[config.mk]
export PLATFORM = sky130hd
export DESIGN_NAME = pin_config_clock_test_pad_drive
export DESIGN_NICKNAME = d
export VERILOG_FILES = /design/src/pin_cfg_pkg.sv /design/src/pin_sync3.sv /design/src/test_clock_select.sv /design/src/pin_config_clock_test_pad_drive.sv
export SDC_FILE = /design/constraint.sdc
export NUM_CORES = 1
export LEC_CHECK = 0
export ABC_AREA = 1
export BUFFER_PORTS_ARGS = -buffer_cell sky130_fd_sc_hd__buf_2
export CORE_MARGIN = 2
export CORE_UTILIZATION = 47
export CTS_BUF_LIST = sky130_fd_sc_hd__clkbuf_4 sky130_fd_sc_hd__clkbuf_8
export CTS_CLUSTER_DIAMETER = 150
export CTS_CLUSTER_SIZE = 28
export DETAILED_ROUTE_END_ITERATION = 10
export GPL_ROUTABILITY_DRIVEN = 0
export GPL_TIMING_DRIVEN = 0
export PLACE_DENSITY = 0.82
export SETUP_SLACK_MARGIN = 0.02
export SLEW_MARGIN = 20
export SYNTH_ARGS = -nofsm -noshare
export SYNTH_HDL_FRONTEND = slang
export SYNTH_SLANG_ARGS = --single-unit
[constraint.sdc]
create_clock -name clk_sys_in -period 3.75 [get_ports clk_sys_in]
set_input_delay 0 -clock clk_sys_in [delete_from_list [all_inputs] [get_ports clk_sys_in]]
set_output_delay 0 -clock clk_sys_in [all_outputs]
set_load 0.05 [all_outputs]
[src/pin_cfg_pkg.sv]
package pin_cfg_pkg;

	// register offsets inside the configuration region
	localparam logic [11:0] TCLK_CFG_OFS     = 12'hC26;
	localparam logic [11:0] PAD_DRV_OFS      = 12'hC28;
	localparam logic [11:0] GPIO_LO_DIR_OFS  = 12'hC2A;
	localparam logic [11:0] GPIO_HI_DIR_OFS  = 12'hC2C;
	localparam logic [11:0] NEXT_HALF_STEP   = 12'h002;

	// timer_clock_pin_config fields
	localparam int          PIN_ENABLE_BIT   = 0;
	localparam int          PIN_DIR_BIT      = 1;
	localparam int          SRC_LSB          = 4;
	localparam int          SRC_MSB          = 6;
	localparam logic [7:0]  TCLK_CFG_RST     = 8'h70;
	localparam logic [7:0]  TCLK_CFG_MASK    = 8'h73;

	// test_clock_source codes
	localparam logic [2:0]  SRC_RTC          = 3'h0;
	localparam logic [2:0]  SRC_SERIAL_SLOW  = 3'h1;
	localparam logic [2:0]  SRC_SERIAL_FAST  = 3'h2;
	localparam logic [2:0]  SRC_TIMER        = 3'h3;
	localparam logic [2:0]  SRC_SYNTH1       = 3'h4;
	localparam logic [2:0]  SRC_SYNTH2       = 3'h5;
	localparam logic [2:0]  SRC_OFF_A        = 3'h6;
	localparam logic [2:0]  SRC_OFF_B        = 3'h7;
	localparam int          NUM_SRC          = 6;

	// pad_drive_strength fields
	localparam int          CS_DRV_LSB       = 8;
	localparam int          CMD_DRV_LSB      = 6;
	localparam int          MASK_DRV_LSB     = 4;
	localparam int          ADDR_DRV_LSB     = 2;
	localparam int          DATA_DRV_LSB     = 0;
	localparam int          DRV_W            = 2;
	localparam logic [15:0] PAD_DRV_RST      = 16'h0200;
	localparam logic [15:0] PAD_DRV_MASK     = 16'h03FF;

	// gpio_low_direction
	localparam int          GPIO_W           = 16;
	localparam logic [15:0] GPIO_DIR_RST     = 16'h0000;

	// access sizes on the configuration port
	localparam logic [1:0]  SZ_BYTE          = 2'h0;
	localparam logic [1:0]  SZ_WORD          = 2'h1;
	localparam logic [1:0]  SZ_DWORD         = 2'h2;

	localparam int          SYNC_STAGES      = 3;

	typedef enum logic [1:0] {
		ST_IDLE  = 2'b01,
		ST_UPPER = 2'b10
	} access_phase_t;

endpackage

[src/pin_sync3.sv]
`timescale 1ns/1ps
module pin_sync3 import pin_cfg_pkg::*; #(
	parameter int WIDTH = 1
) (
	// clock and reset
	input  wire logic             clk_sys_in,
	input  wire logic             rst_b_in,
	// asynchronous levels and their filtered copies
	input  wire logic [WIDTH-1:0] async_in,
	output logic      [WIDTH-1:0] level_out
);

	genvar i;
	generate
		for (i = 0; i < WIDTH; i++)
		begin : g_bit
			logic [SYNC_STAGES-1:0] stg_r;
			logic [SYNC_STAGES-1:0] stg_nxt;
			logic                   filt_r;
			logic                   filt_nxt;

			// a change is taken only once stages two and three agree
			always_comb
			begin
				stg_nxt  = {stg_r[SYNC_STAGES-2:0], async_in[i]};
				filt_nxt = (stg_r[1] == stg_r[2]) ? stg_r[2] : filt_r;
			end

			always_ff @(posedge clk_sys_in or negedge rst_b_in)
			begin
				if (!rst_b_in)
				begin
					stg_r  <= '0;
					filt_r <= 1'b0;
				end
				else
				begin
					stg_r  <= stg_nxt;
					filt_r <= filt_nxt;
				end
			end

			assign level_out[i] = filt_r;
		end
	endgenerate

endmodule // pin_sync3

[src/test_clock_select.sv]
`timescale 1ns/1ps
module test_clock_select import pin_cfg_pkg::*; (
	// selector and candidate clocks
	input  wire logic [2:0]         source_in,
	input  wire logic [NUM_SRC-1:0] clocks_in,
	// chosen clock, low when disabled
	output logic                    clock_out
);

	always_comb
	begin
		unique case (source_in)
			SRC_RTC:         clock_out = clocks_in[0];
			SRC_SERIAL_SLOW: clock_out = clocks_in[1];
			SRC_SERIAL_FAST: clock_out = clocks_in[2];
			SRC_TIMER:       clock_out = clocks_in[3];
			SRC_SYNTH1:      clock_out = clocks_in[4];
			SRC_SYNTH2:      clock_out = clocks_in[5];
			SRC_OFF_A:       clock_out = 1'b0;
			SRC_OFF_B:       clock_out = 1'b0;
		endcase
	end

endmodule // test_clock_select

[src/pin_config_clock_test_pad_drive.sv]
`timescale 1ns/1ps
// Overview of operation
// RULE1 - With the pin driven as an output it carries the clock picked by the 3-bit test_clock_source code 000 to 101.
// RULE2 - Source codes 110 and 111 turn the test clock off and hold the pin low.
// RULE3 - Direction bit 1 makes the pin a timer clock input when 0 and a test clock output when 1.
// RULE4 - Enable bit 0 resets to 0 and the pin does nothing, in or out, until software sets it.
// RULE5 - An enabled clock input is synchronised to the system clock before it reaches the interval timer.
// RULE6 - There is no glitch suppression, so anything fed by the pin is kept in reset while it is set up; the code filters until two sync stages agree.
// RULE7 - Software writes zero to every reserved bit of the clock and drive registers.
// RULE8 - Chip-select pad strength in bits 9:8 is 01 for 18 mA and 10 for 12 mA, resets to 10, others reserved.
// RULE9 - Other pad strength fields give 00 for 24 mA (reset), 01 for 18 mA, 10 for 12 mA, 11 reserved.
// RULE10 - Command pads use bits 7:6, byte masks 5:4, address and bank 3:2, data and check bits 1:0.
// RULE11 - The pad strength register keeps its value through a software programmable reset.
// RULE12 - The low direction register holds one bit per I/O pin, 0 for input and 1 for output.
// RULE13 - All sixteen direction bits are read/write and reset to 0.
// RULE14 - After reset every I/O pin is an undriven input until its direction bit is set.
// RULE15 - A direction bit is ignored while the pin's function select bit is set.
// RULE16 - A 32-bit access at the low direction offset runs as two 16-bit accesses, low register first.
// RULE17 - The clock config register resets with source 111 and direction and enable at 0.
module pin_config_clock_test_pad_drive import pin_cfg_pkg::*; (
	// clock and resets
	input  wire logic              clk_sys_in,
	input  wire logic              rst_b_in,
	input  wire logic              soft_reset_in,
	// configuration region access port
	input  wire logic              req_in,
	input  wire logic              wr_in,
	input  wire logic [1:0]        size_in,
	input  wire logic [11:0]       addr_in,
	input  wire logic [31:0]       wdata_in,
	output logic                   ack_out,
	output logic      [31:0]       rdata_out,
	output logic                   busy_out,
	// upper direction register, held outside
	output logic                   hi_dir_wr_out,
	output logic      [15:0]       hi_dir_wdata_out,
	input  wire logic [15:0]       hi_dir_rdata_in,
	// internal clocks offered to the test pin
	input  wire logic              rtc_clock_in,
	input  wire logic              serial_slow_clock_in,
	input  wire logic              serial_fast_clock_in,
	input  wire logic              interval_timer_clock_in,
	input  wire logic              first_synth_clock_in,
	input  wire logic              second_synth_clock_in,
	// timer clock / test clock pin
	input  wire logic              external_timer_clock_in,
	output logic                   test_clock_out,
	output logic                   test_clock_oe_out,
	// to the interval timer
	output logic                   timer_pin_clock_sel_out,
	output logic                   timer_pin_clock_out,
	output logic                   timer_pin_tick_out,
	// pad strength controls
	output logic      [DRV_W-1:0]  chip_select_pad_strength_out,
	output logic      [DRV_W-1:0]  command_pad_strength_out,
	output logic      [DRV_W-1:0]  byte_mask_pad_strength_out,
	output logic      [DRV_W-1:0]  address_pad_strength_out,
	output logic      [DRV_W-1:0]  data_pad_strength_out,
	// low general-purpose pins
	input  wire logic [GPIO_W-1:0] gpio_function_select_bit_in,
	output logic      [GPIO_W-1:0] gpio_direction_bit_out,
	output logic      [GPIO_W-1:0] gpio_oe_out
);

	access_phase_t     state_r;
	access_phase_t     state_nxt;
	logic [11:0]       addr_r;
	logic [11:0]       addr_nxt;
	logic              wr_r;
	logic              wr_nxt;
	logic [15:0]       whi_r;
	logic [15:0]       whi_nxt;
	logic [15:0]       rdlo_r;
	logic [15:0]       rdlo_nxt;
	logic              ack_r;
	logic              ack_nxt;
	logic [31:0]       rdata_r;
	logic [31:0]       rdata_nxt;
	logic              busy_r;
	logic              busy_nxt;
	logic              hi_wr_r;
	logic              hi_wr_nxt;
	logic [15:0]       hi_wdata_r;
	logic [15:0]       hi_wdata_nxt;

	logic [7:0]        tclk_cfg_r;
	logic [7:0]        tclk_cfg_nxt;
	logic [15:0]       pad_drv_r;
	logic [15:0]       pad_drv_nxt;
	logic [15:0]       gpio_dir_r;
	logic [15:0]       gpio_dir_nxt;
	logic [15:0]       gpio_oe_r;
	logic [15:0]       gpio_oe_nxt;

	logic              test_clk_r;
	logic              test_clk_nxt;
	logic              test_oe_r;
	logic              test_oe_nxt;
	logic              tmr_sel_r;
	logic              tmr_sel_nxt;
	logic              tmr_clk_r;
	logic              tmr_clk_nxt;
	logic              tmr_tick_r;
	logic              tmr_tick_nxt;

	// access decode terms
	logic [11:0]       cur_addr;
	logic [11:0]       word_addr;
	logic [15:0]       cur_data;
	logic [15:0]       wr_word;
	logic [1:0]        cur_size;
	logic              active;
	logic              do_write;
	logic              odd_byte;
	logic              lane_lo;
	logic              lane_hi;
	logic [15:0]       lane_mask;
	logic [15:0]       rd_word;
	logic [15:0]       rd_sel;

	logic              pin_enable;
	logic              pin_is_out;
	logic              sel_clock;
	logic              pin_level;
	logic [NUM_SRC-1:0] src_clocks_async;
	logic [NUM_SRC-1:0] src_clocks;

	assign src_clocks_async = {second_synth_clock_in, first_synth_clock_in, interval_timer_clock_in,
		serial_fast_clock_in, serial_slow_clock_in, rtc_clock_in};

	// candidate clocks come from other domains
	pin_sync3 #(
		.WIDTH      (NUM_SRC)
	) u_src_sync (
		.clk_sys_in (clk_sys_in),
		.rst_b_in   (rst_b_in),
		.async_in   (src_clocks_async),
		.level_out  (src_clocks)
	);

	pin_sync3 #(
		.WIDTH      (1)
	) u_pin_sync (
		.clk_sys_in (clk_sys_in),
		.rst_b_in   (rst_b_in),
		.async_in   (external_timer_clock_in),
		.level_out  (pin_level)                                  // [RULE5]
	);

	test_clock_select u_mux (
		.source_in  (tclk_cfg_r[SRC_MSB:SRC_LSB]),
		.clocks_in  (src_clocks),
		.clock_out  (sel_clock)                                  // [RULE1] [RULE2]
	);

	// register access, second phase handles the upper half of a 32-bit access
	always_comb
	begin
		cur_addr  = (state_r == ST_UPPER) ? addr_r + NEXT_HALF_STEP : addr_in;       // [RULE16]
		cur_data  = (state_r == ST_UPPER) ? whi_r : wdata_in[15:0];
		cur_size  = (state_r == ST_UPPER) ? SZ_WORD : size_in;
		word_addr = {cur_addr[11:1], 1'b0};
		active    = (state_r == ST_UPPER) || req_in;
		do_write  = active && ((state_r == ST_UPPER) ? wr_r : wr_in);
		odd_byte  = (cur_size == SZ_BYTE) && cur_addr[0];
		lane_lo   = !odd_byte;
		lane_hi   = (cur_size != SZ_BYTE) || cur_addr[0];
		lane_mask = {{8{lane_hi}}, {8{lane_lo}}};
		wr_word   = odd_byte ? {cur_data[7:0], 8'h00} : cur_data;

		tclk_cfg_nxt = tclk_cfg_r;
		pad_drv_nxt  = pad_drv_r;
		gpio_dir_nxt = gpio_dir_r;
		hi_wr_nxt    = 1'b0;
		hi_wdata_nxt = hi_wdata_r;
		rd_word      = 16'h0000;

		unique case (word_addr)
			TCLK_CFG_OFS:
			begin
				rd_word = {8'h00, tclk_cfg_r};
				if (do_write && lane_lo)
					tclk_cfg_nxt = wr_word[7:0] & TCLK_CFG_MASK;   // [RULE7]
			end
			PAD_DRV_OFS:
			begin
				rd_word = pad_drv_r;
				if (do_write)
					pad_drv_nxt = ((pad_drv_r & ~lane_mask) | (wr_word & lane_mask)) & PAD_DRV_MASK; // [RULE8] [RULE9]
			end
			GPIO_LO_DIR_OFS:
			begin
				rd_word = gpio_dir_r;
				if (do_write)
					gpio_dir_nxt = (gpio_dir_r & ~lane_mask) | (wr_word & lane_mask);  // [RULE12] [RULE13]
			end
			GPIO_HI_DIR_OFS:
			begin
				rd_word = hi_dir_rdata_in;
				if (do_write)
				begin
					hi_wr_nxt    = 1'b1;                               // [RULE16]
					hi_wdata_nxt = wr_word;
				end
			end
			default:
				rd_word = 16'h0000;
		endcase

		// programmable reset spares the pad strength register
		if (soft_reset_in)
		begin
			tclk_cfg_nxt = TCLK_CFG_RST;                              // [RULE17]
			gpio_dir_nxt = GPIO_DIR_RST;                              // [RULE11] [RULE14]
		end

		if (odd_byte)
			rd_sel = {8'h00, rd_word[15:8]};
		else if (cur_size == SZ_BYTE)
			rd_sel = {8'h00, rd_word[7:0]};
		else
			rd_sel = rd_word;

		state_nxt = ST_IDLE;
		addr_nxt  = addr_r;
		wr_nxt    = wr_r;
		whi_nxt   = whi_r;
		rdlo_nxt  = rdlo_r;
		ack_nxt   = 1'b0;
		rdata_nxt = rdata_r;
		unique case (state_r)
			ST_IDLE:
			begin
				if (req_in && (size_in == SZ_DWORD))
				begin
					state_nxt = ST_UPPER;                              // [RULE16]
					addr_nxt  = addr_in;
					wr_nxt    = wr_in;
					whi_nxt   = wdata_in[31:16];
					rdlo_nxt  = rd_sel;
				end
				else if (req_in)
				begin
					ack_nxt   = 1'b1;
					rdata_nxt = {16'h0000, rd_sel};
				end
			end
			ST_UPPER:
			begin
				ack_nxt   = 1'b1;
				rdata_nxt = {rd_sel, rdlo_r};
			end
			default:
				state_nxt = ST_IDLE;
		endcase
		busy_nxt = (state_nxt == ST_UPPER);
	end

	// pin and pad behaviour from the stored configuration
	always_comb
	begin
		pin_enable   = tclk_cfg_r[PIN_ENABLE_BIT];                   // [RULE4]
		pin_is_out   = tclk_cfg_r[PIN_DIR_BIT];                      // [RULE3]
		test_oe_nxt  = pin_enable && pin_is_out;
		test_clk_nxt = test_oe_nxt ? sel_clock : 1'b0;              // [RULE1] [RULE2]
		tmr_sel_nxt  = pin_enable && !pin_is_out;                    // [RULE3]
		tmr_clk_nxt  = tmr_sel_nxt ? pin_level : 1'b0;              // [RULE5]
		tmr_tick_nxt = tmr_clk_nxt && !tmr_clk_r;
		gpio_oe_nxt  = gpio_dir_r & ~gpio_function_select_bit_in;   // [RULE14] [RULE15]
	end

	always_ff @(posedge clk_sys_in or negedge rst_b_in)
	begin
		if (!rst_b_in)
		begin
			state_r    <= ST_IDLE;
			addr_r     <= 12'h000;
			wr_r       <= 1'b0;
			whi_r      <= 16'h0000;
			rdlo_r     <= 16'h0000;
			ack_r      <= 1'b0;
			rdata_r    <= 32'h0000_0000;
			busy_r     <= 1'b0;
			hi_wr_r    <= 1'b0;
			hi_wdata_r <= 16'h0000;
			tclk_cfg_r <= TCLK_CFG_RST;                              // [RULE4] [RULE17]
			pad_drv_r  <= PAD_DRV_RST;                               // [RULE8] [RULE9]
			gpio_dir_r <= GPIO_DIR_RST;                              // [RULE13]
			gpio_oe_r  <= 16'h0000;
			test_clk_r <= 1'b0;
			test_oe_r  <= 1'b0;
			tmr_sel_r  <= 1'b0;
			tmr_clk_r  <= 1'b0;
			tmr_tick_r <= 1'b0;
		end
		else
		begin
			state_r    <= state_nxt;
			addr_r     <= addr_nxt;
			wr_r       <= wr_nxt;
			whi_r      <= whi_nxt;
			rdlo_r     <= rdlo_nxt;
			ack_r      <= ack_nxt;
			rdata_r    <= rdata_nxt;
			busy_r     <= busy_nxt;
			hi_wr_r    <= hi_wr_nxt;
			hi_wdata_r <= hi_wdata_nxt;
			tclk_cfg_r <= tclk_cfg_nxt;
			pad_drv_r  <= pad_drv_nxt;
			gpio_dir_r <= gpio_dir_nxt;
			gpio_oe_r  <= gpio_oe_nxt;
			test_clk_r <= test_clk_nxt;
			test_oe_r  <= test_oe_nxt;
			tmr_sel_r  <= tmr_sel_nxt;
			tmr_clk_r  <= tmr_clk_nxt;
			tmr_tick_r <= tmr_tick_nxt;
		end
	end

	assign ack_out                      = ack_r;
	assign rdata_out                    = rdata_r;
	assign busy_out                     = busy_r;
	assign hi_dir_wr_out                = hi_wr_r;
	assign hi_dir_wdata_out             = hi_wdata_r;
	assign test_clock_out               = test_clk_r;
	assign test_clock_oe_out            = test_oe_r;
	assign timer_pin_clock_sel_out      = tmr_sel_r;
	assign timer_pin_clock_out          = tmr_clk_r;
	assign timer_pin_tick_out           = tmr_tick_r;
	// field split of the pad strength register
	assign chip_select_pad_strength_out = pad_drv_r[CS_DRV_LSB +: DRV_W];       // [RULE10]
	assign command_pad_strength_out     = pad_drv_r[CMD_DRV_LSB +: DRV_W];      // [RULE10]
	assign byte_mask_pad_strength_out   = pad_drv_r[MASK_DRV_LSB +: DRV_W];     // [RULE10]
	assign address_pad_strength_out     = pad_drv_r[ADDR_DRV_LSB +: DRV_W];     // [RULE10]
	assign data_pad_strength_out        = pad_drv_r[DATA_DRV_LSB +: DRV_W];     // [RULE10]
	assign gpio_direction_bit_out       = gpio_dir_r;
	assign gpio_oe_out                  = gpio_oe_r;

endmodule // pin_config_clock_test_pad_drive

==> results.cfg <==
[setup_path]
regToRegSetupSlack_ns = 0.94
crit_end = gpio_direction_bit_out[10]$_DFFE_PN0P_
start_kind = flip-flop
endpoint_kind = flip-flop
crit_arrival_ns = 3.16
cp_max_fo = 10
reg2regPathDepth = 12
startpoint = state_r[0]$_DFF_PN1_
required_ns = 4.10
r2r_start = state_r[0]$_DFF_PN1_
worst_r2r_endpoint = gpio_direction_bit_out[10]$_DFFE_PN0P_
critical_path_class = flip-flop to flip-flop

[final_layout]
n_fill_cell = 1454
multi_input_area_um2 = 3200
seq_area_um2 = 4440
fin_nets = 1328
fin_area_um2 = 10500
drive_gt1_share_pct = 24.9
n_antenna_cell = 0
mostFrequentLayoutCell = nand2_1
area_growth_pct = 28.4
layout_common_cells = nand2_1 (301), buf_2 (193), dfrtp_1 (172)

[global_route]
grt_max_degree = 102
antenna_found_initial = 0
overflow = 0
grt_first_pass_wirelength_um = 37300
grt_pass1_vias = 7416
track_usage_pct = 26.5

[die]
dieArea_um2 = 18400
die_h_um = 136
fp-row-count = 48
coreArea_um2 = 17100
io_pins = 188
initial_core_util_pct = 47.6
die_width_um = 136

[timing]
drv_slew = 0
hold_ws_ns = 0.0216
worstMarginPinSlew_ns = 0.849
fmax_mhz = 356
timing.slew.headroom_pct = 42.8
fin_ws_ns = 0.941
finClkSkew_ns = 0.0155
finalCritPeriodShare_pct = 74.9
hold_violations = 0
post-route-min-period_ns = 2.81
setup_violations = 0
rsz0062_at_grt = no

[cts]
clockBufferDepth = 2
clk_latency_ns = 0.48
cts_root_buf = clkbuf_8
cts_buffers = 17
cts_tree = done
cts_max_level = 4
clkSinkCount = 177
cts.reportedPaths.clkPinSlew_ns = 0.11
post_cts_buffers = 0

[min_path]
min_path_type = primary input to flip-flop
min_path_cells = 5

[route]
wirelength_um = 23900
drt-vias-per-instance = 5.15
antenna_left = 0
dr.pass1.iters = 7
wl_per_cell_um = 16.2
drtIter0Drc = 696
dr_total_vias = 7592
post-route-drc-count = 0

[yosys]
synthCells = 963
synth_seq_area_share_pct = 54.4
yosys_warnings = 0
synth-async-reset-ratio_pct = 100
syn_area_per_cell_um2 = 8.47
ys.flop_type = dfrtp_1
synth_cell_types = 37
ys_seq_elements = 177
synth_edf_count = 0
synth_nets = 1056
netlist_area_um2 = 8160

[status]
status = complete, no violations

[power_and_ir_drop]
pwr-share-seq_pct = 53.8
leakage_uw = 0.00560
power.internal_uw = 2720
powerDensity_nw_per_um2 = 375
power.switching_uw = 1200
ir_worst_vdd_mv = 0.275
p_sw_share_pct = 30.6
clockPowerShare_pct = 33.5
comb_power_share_pct = 12.8

[placement]
io_buffer_count = 187
place_ws_ns = 0.976
hpwlAfterDp_um = 17200
placed_area_um2 = 9440

[job]
maxCapViolCount = 0
==> critical path, stage by stage, from the launching register on <==
cell and delay (ns):
dfstp_2 0.54, inv_1 0.04, ha_1 0.16, buf_4 0.17, buf_2 0.21, o21ai_0 0.24
inv_1 0.14, nor2_8 0.23, inv_1 0.16, o21ai_0 0.47, nand2_1 0.10, o21ai_0 0.10
o22ai_1 0.12
==> cell usage after synthesis (all sizes together) (2+ instances only) <==
cell | instances | area (µm²)
nand2 | 324 | 1290
dfrtp | 172 | 4300
o21ai | 126 | 706
inv | 85 | 319
nor2 | 79 | 410
nand3 | 69 | 345
buf | 20 | 129
clkbuf | 17 | 63.8
a21oi | 12 | 63.8
a31oi | 10 | 62.6
o22ai | 9 | 56.3
or2 | 8 | 50.1
maj3 | 7 | 70.1
dfstp | 5 | 131
nand4 | 4 | 25.0
nor3 | 4 | 20.0
ha | 3 | 37.5
mux2i | 3 | 30.0
o211ai | 2 | 15.0
==> layout make-up <==
class | instances | area share, %
sequential | 177 | 42.4
multi-input combinational | 663 | 30.6
timing repair buffer | 253 | 15.7
inverter | 86 | 3.08
tap | 225 | 2.69
clock buffer | 17 | 2.23
buffer | 37 | 1.84
clock inverter | 15 | 1.49
==> logic make-up after synthesis <==
group | after synthesis | share of synthesized area, %
and+or+nand+nor | 490 | 26.4
AOI/OAI and AO/OA | 159 | 11.1
muxes | 4 | 0.506
adders and majority gates | 10 | 1.32
DFF | 177 | 54.4
buffers and inverters | 123 | 6.32
==> power by group through the flow <==
stage / sequential (µW) / combinational, µW / clock, µW
after floorplan: 2160 / 232 / 0
after global placement: 2140 / 421 / 0
after detailed placement: 2140 / 444 / 0
after CTS: 2110 / 497 / 1330
after global routing: 2120 / 558 / 1410
final: 2110 / 501 / 1310
==> state kept, by name (all words and copies together), names as in the netlist, 3 cells and up, named ones only <==
signal / cells
u_src_sync.g_bit.stg_r: 18
rdata_out: 32
addr_r: 12
gpio_oe_out: 16
tclk_cfg_r: 5
rdlo_r: 16
hi_dir_wdata_out: 16
whi_r: 16
u_pin_sync.g_bit.stg_r: 3
gpio_direction_bit_out: 16
u_src_sync.g_bit.filt_r: 6
==> per-stage QoR <==
step | TNS (ns) | util, % | power [µW] | std cells
6_report | 0 | 61.2 | 3920 | 1473
5_1_grt | 0 | 61.2 | 4090 | 1473
4_1_cts | 0 | 61.2 | 3930 | 1473
3_5_place_dp | 0 | 55.1 | 2590 | 1377
3_3_place_gp | -7.33 | 54.8 | 2560 | 1375
2_1_floorplan | 0 | - | 2390 | 963
==> layer usage <==
layer | up-vias | GRT usage [%] | part of all wire (%)
met5 | - | 0 | 0
met4 | 0 | 11.6 | 4.1
met3 | 78 | 6.96 | 7.8
met2 | 327 | 43.8 | 48
met1 | 3562 | 32.9 | 40
li1 | 3625 | - | -
==> repair_timing <==
action / in CTS / in global routing
endpoints found under the hold margin: 181 / 0
hold buffers: 64 / 0
gates resized for setup: 0 / 0
==> how the worst min path moves through the flow <==
stage	startpoint	end	slack, ns
after floorplan	rst_b_in	async pin	-0.30
after global placement	serial_fast_clock_in	u_src_sync.g_bit[2].stg_r[0]$_DFF_PN0_	0.11
after detailed placement	rst_b_in	addr_r[8]$_DFFE_PN0P_	0.07
after CTS	hi_dir_rdata_in[3]	rdlo_r[3]$_DFFE_PN0P_	0.002
after global routing	hi_dir_rdata_in[3]	rdlo_r[3]$_DFFE_PN0P_	0.06
final	hi_dir_rdata_in[15]	rdlo_r[15]$_DFFE_PN0P_	0.02
Power figures use the tool's default switching activity.
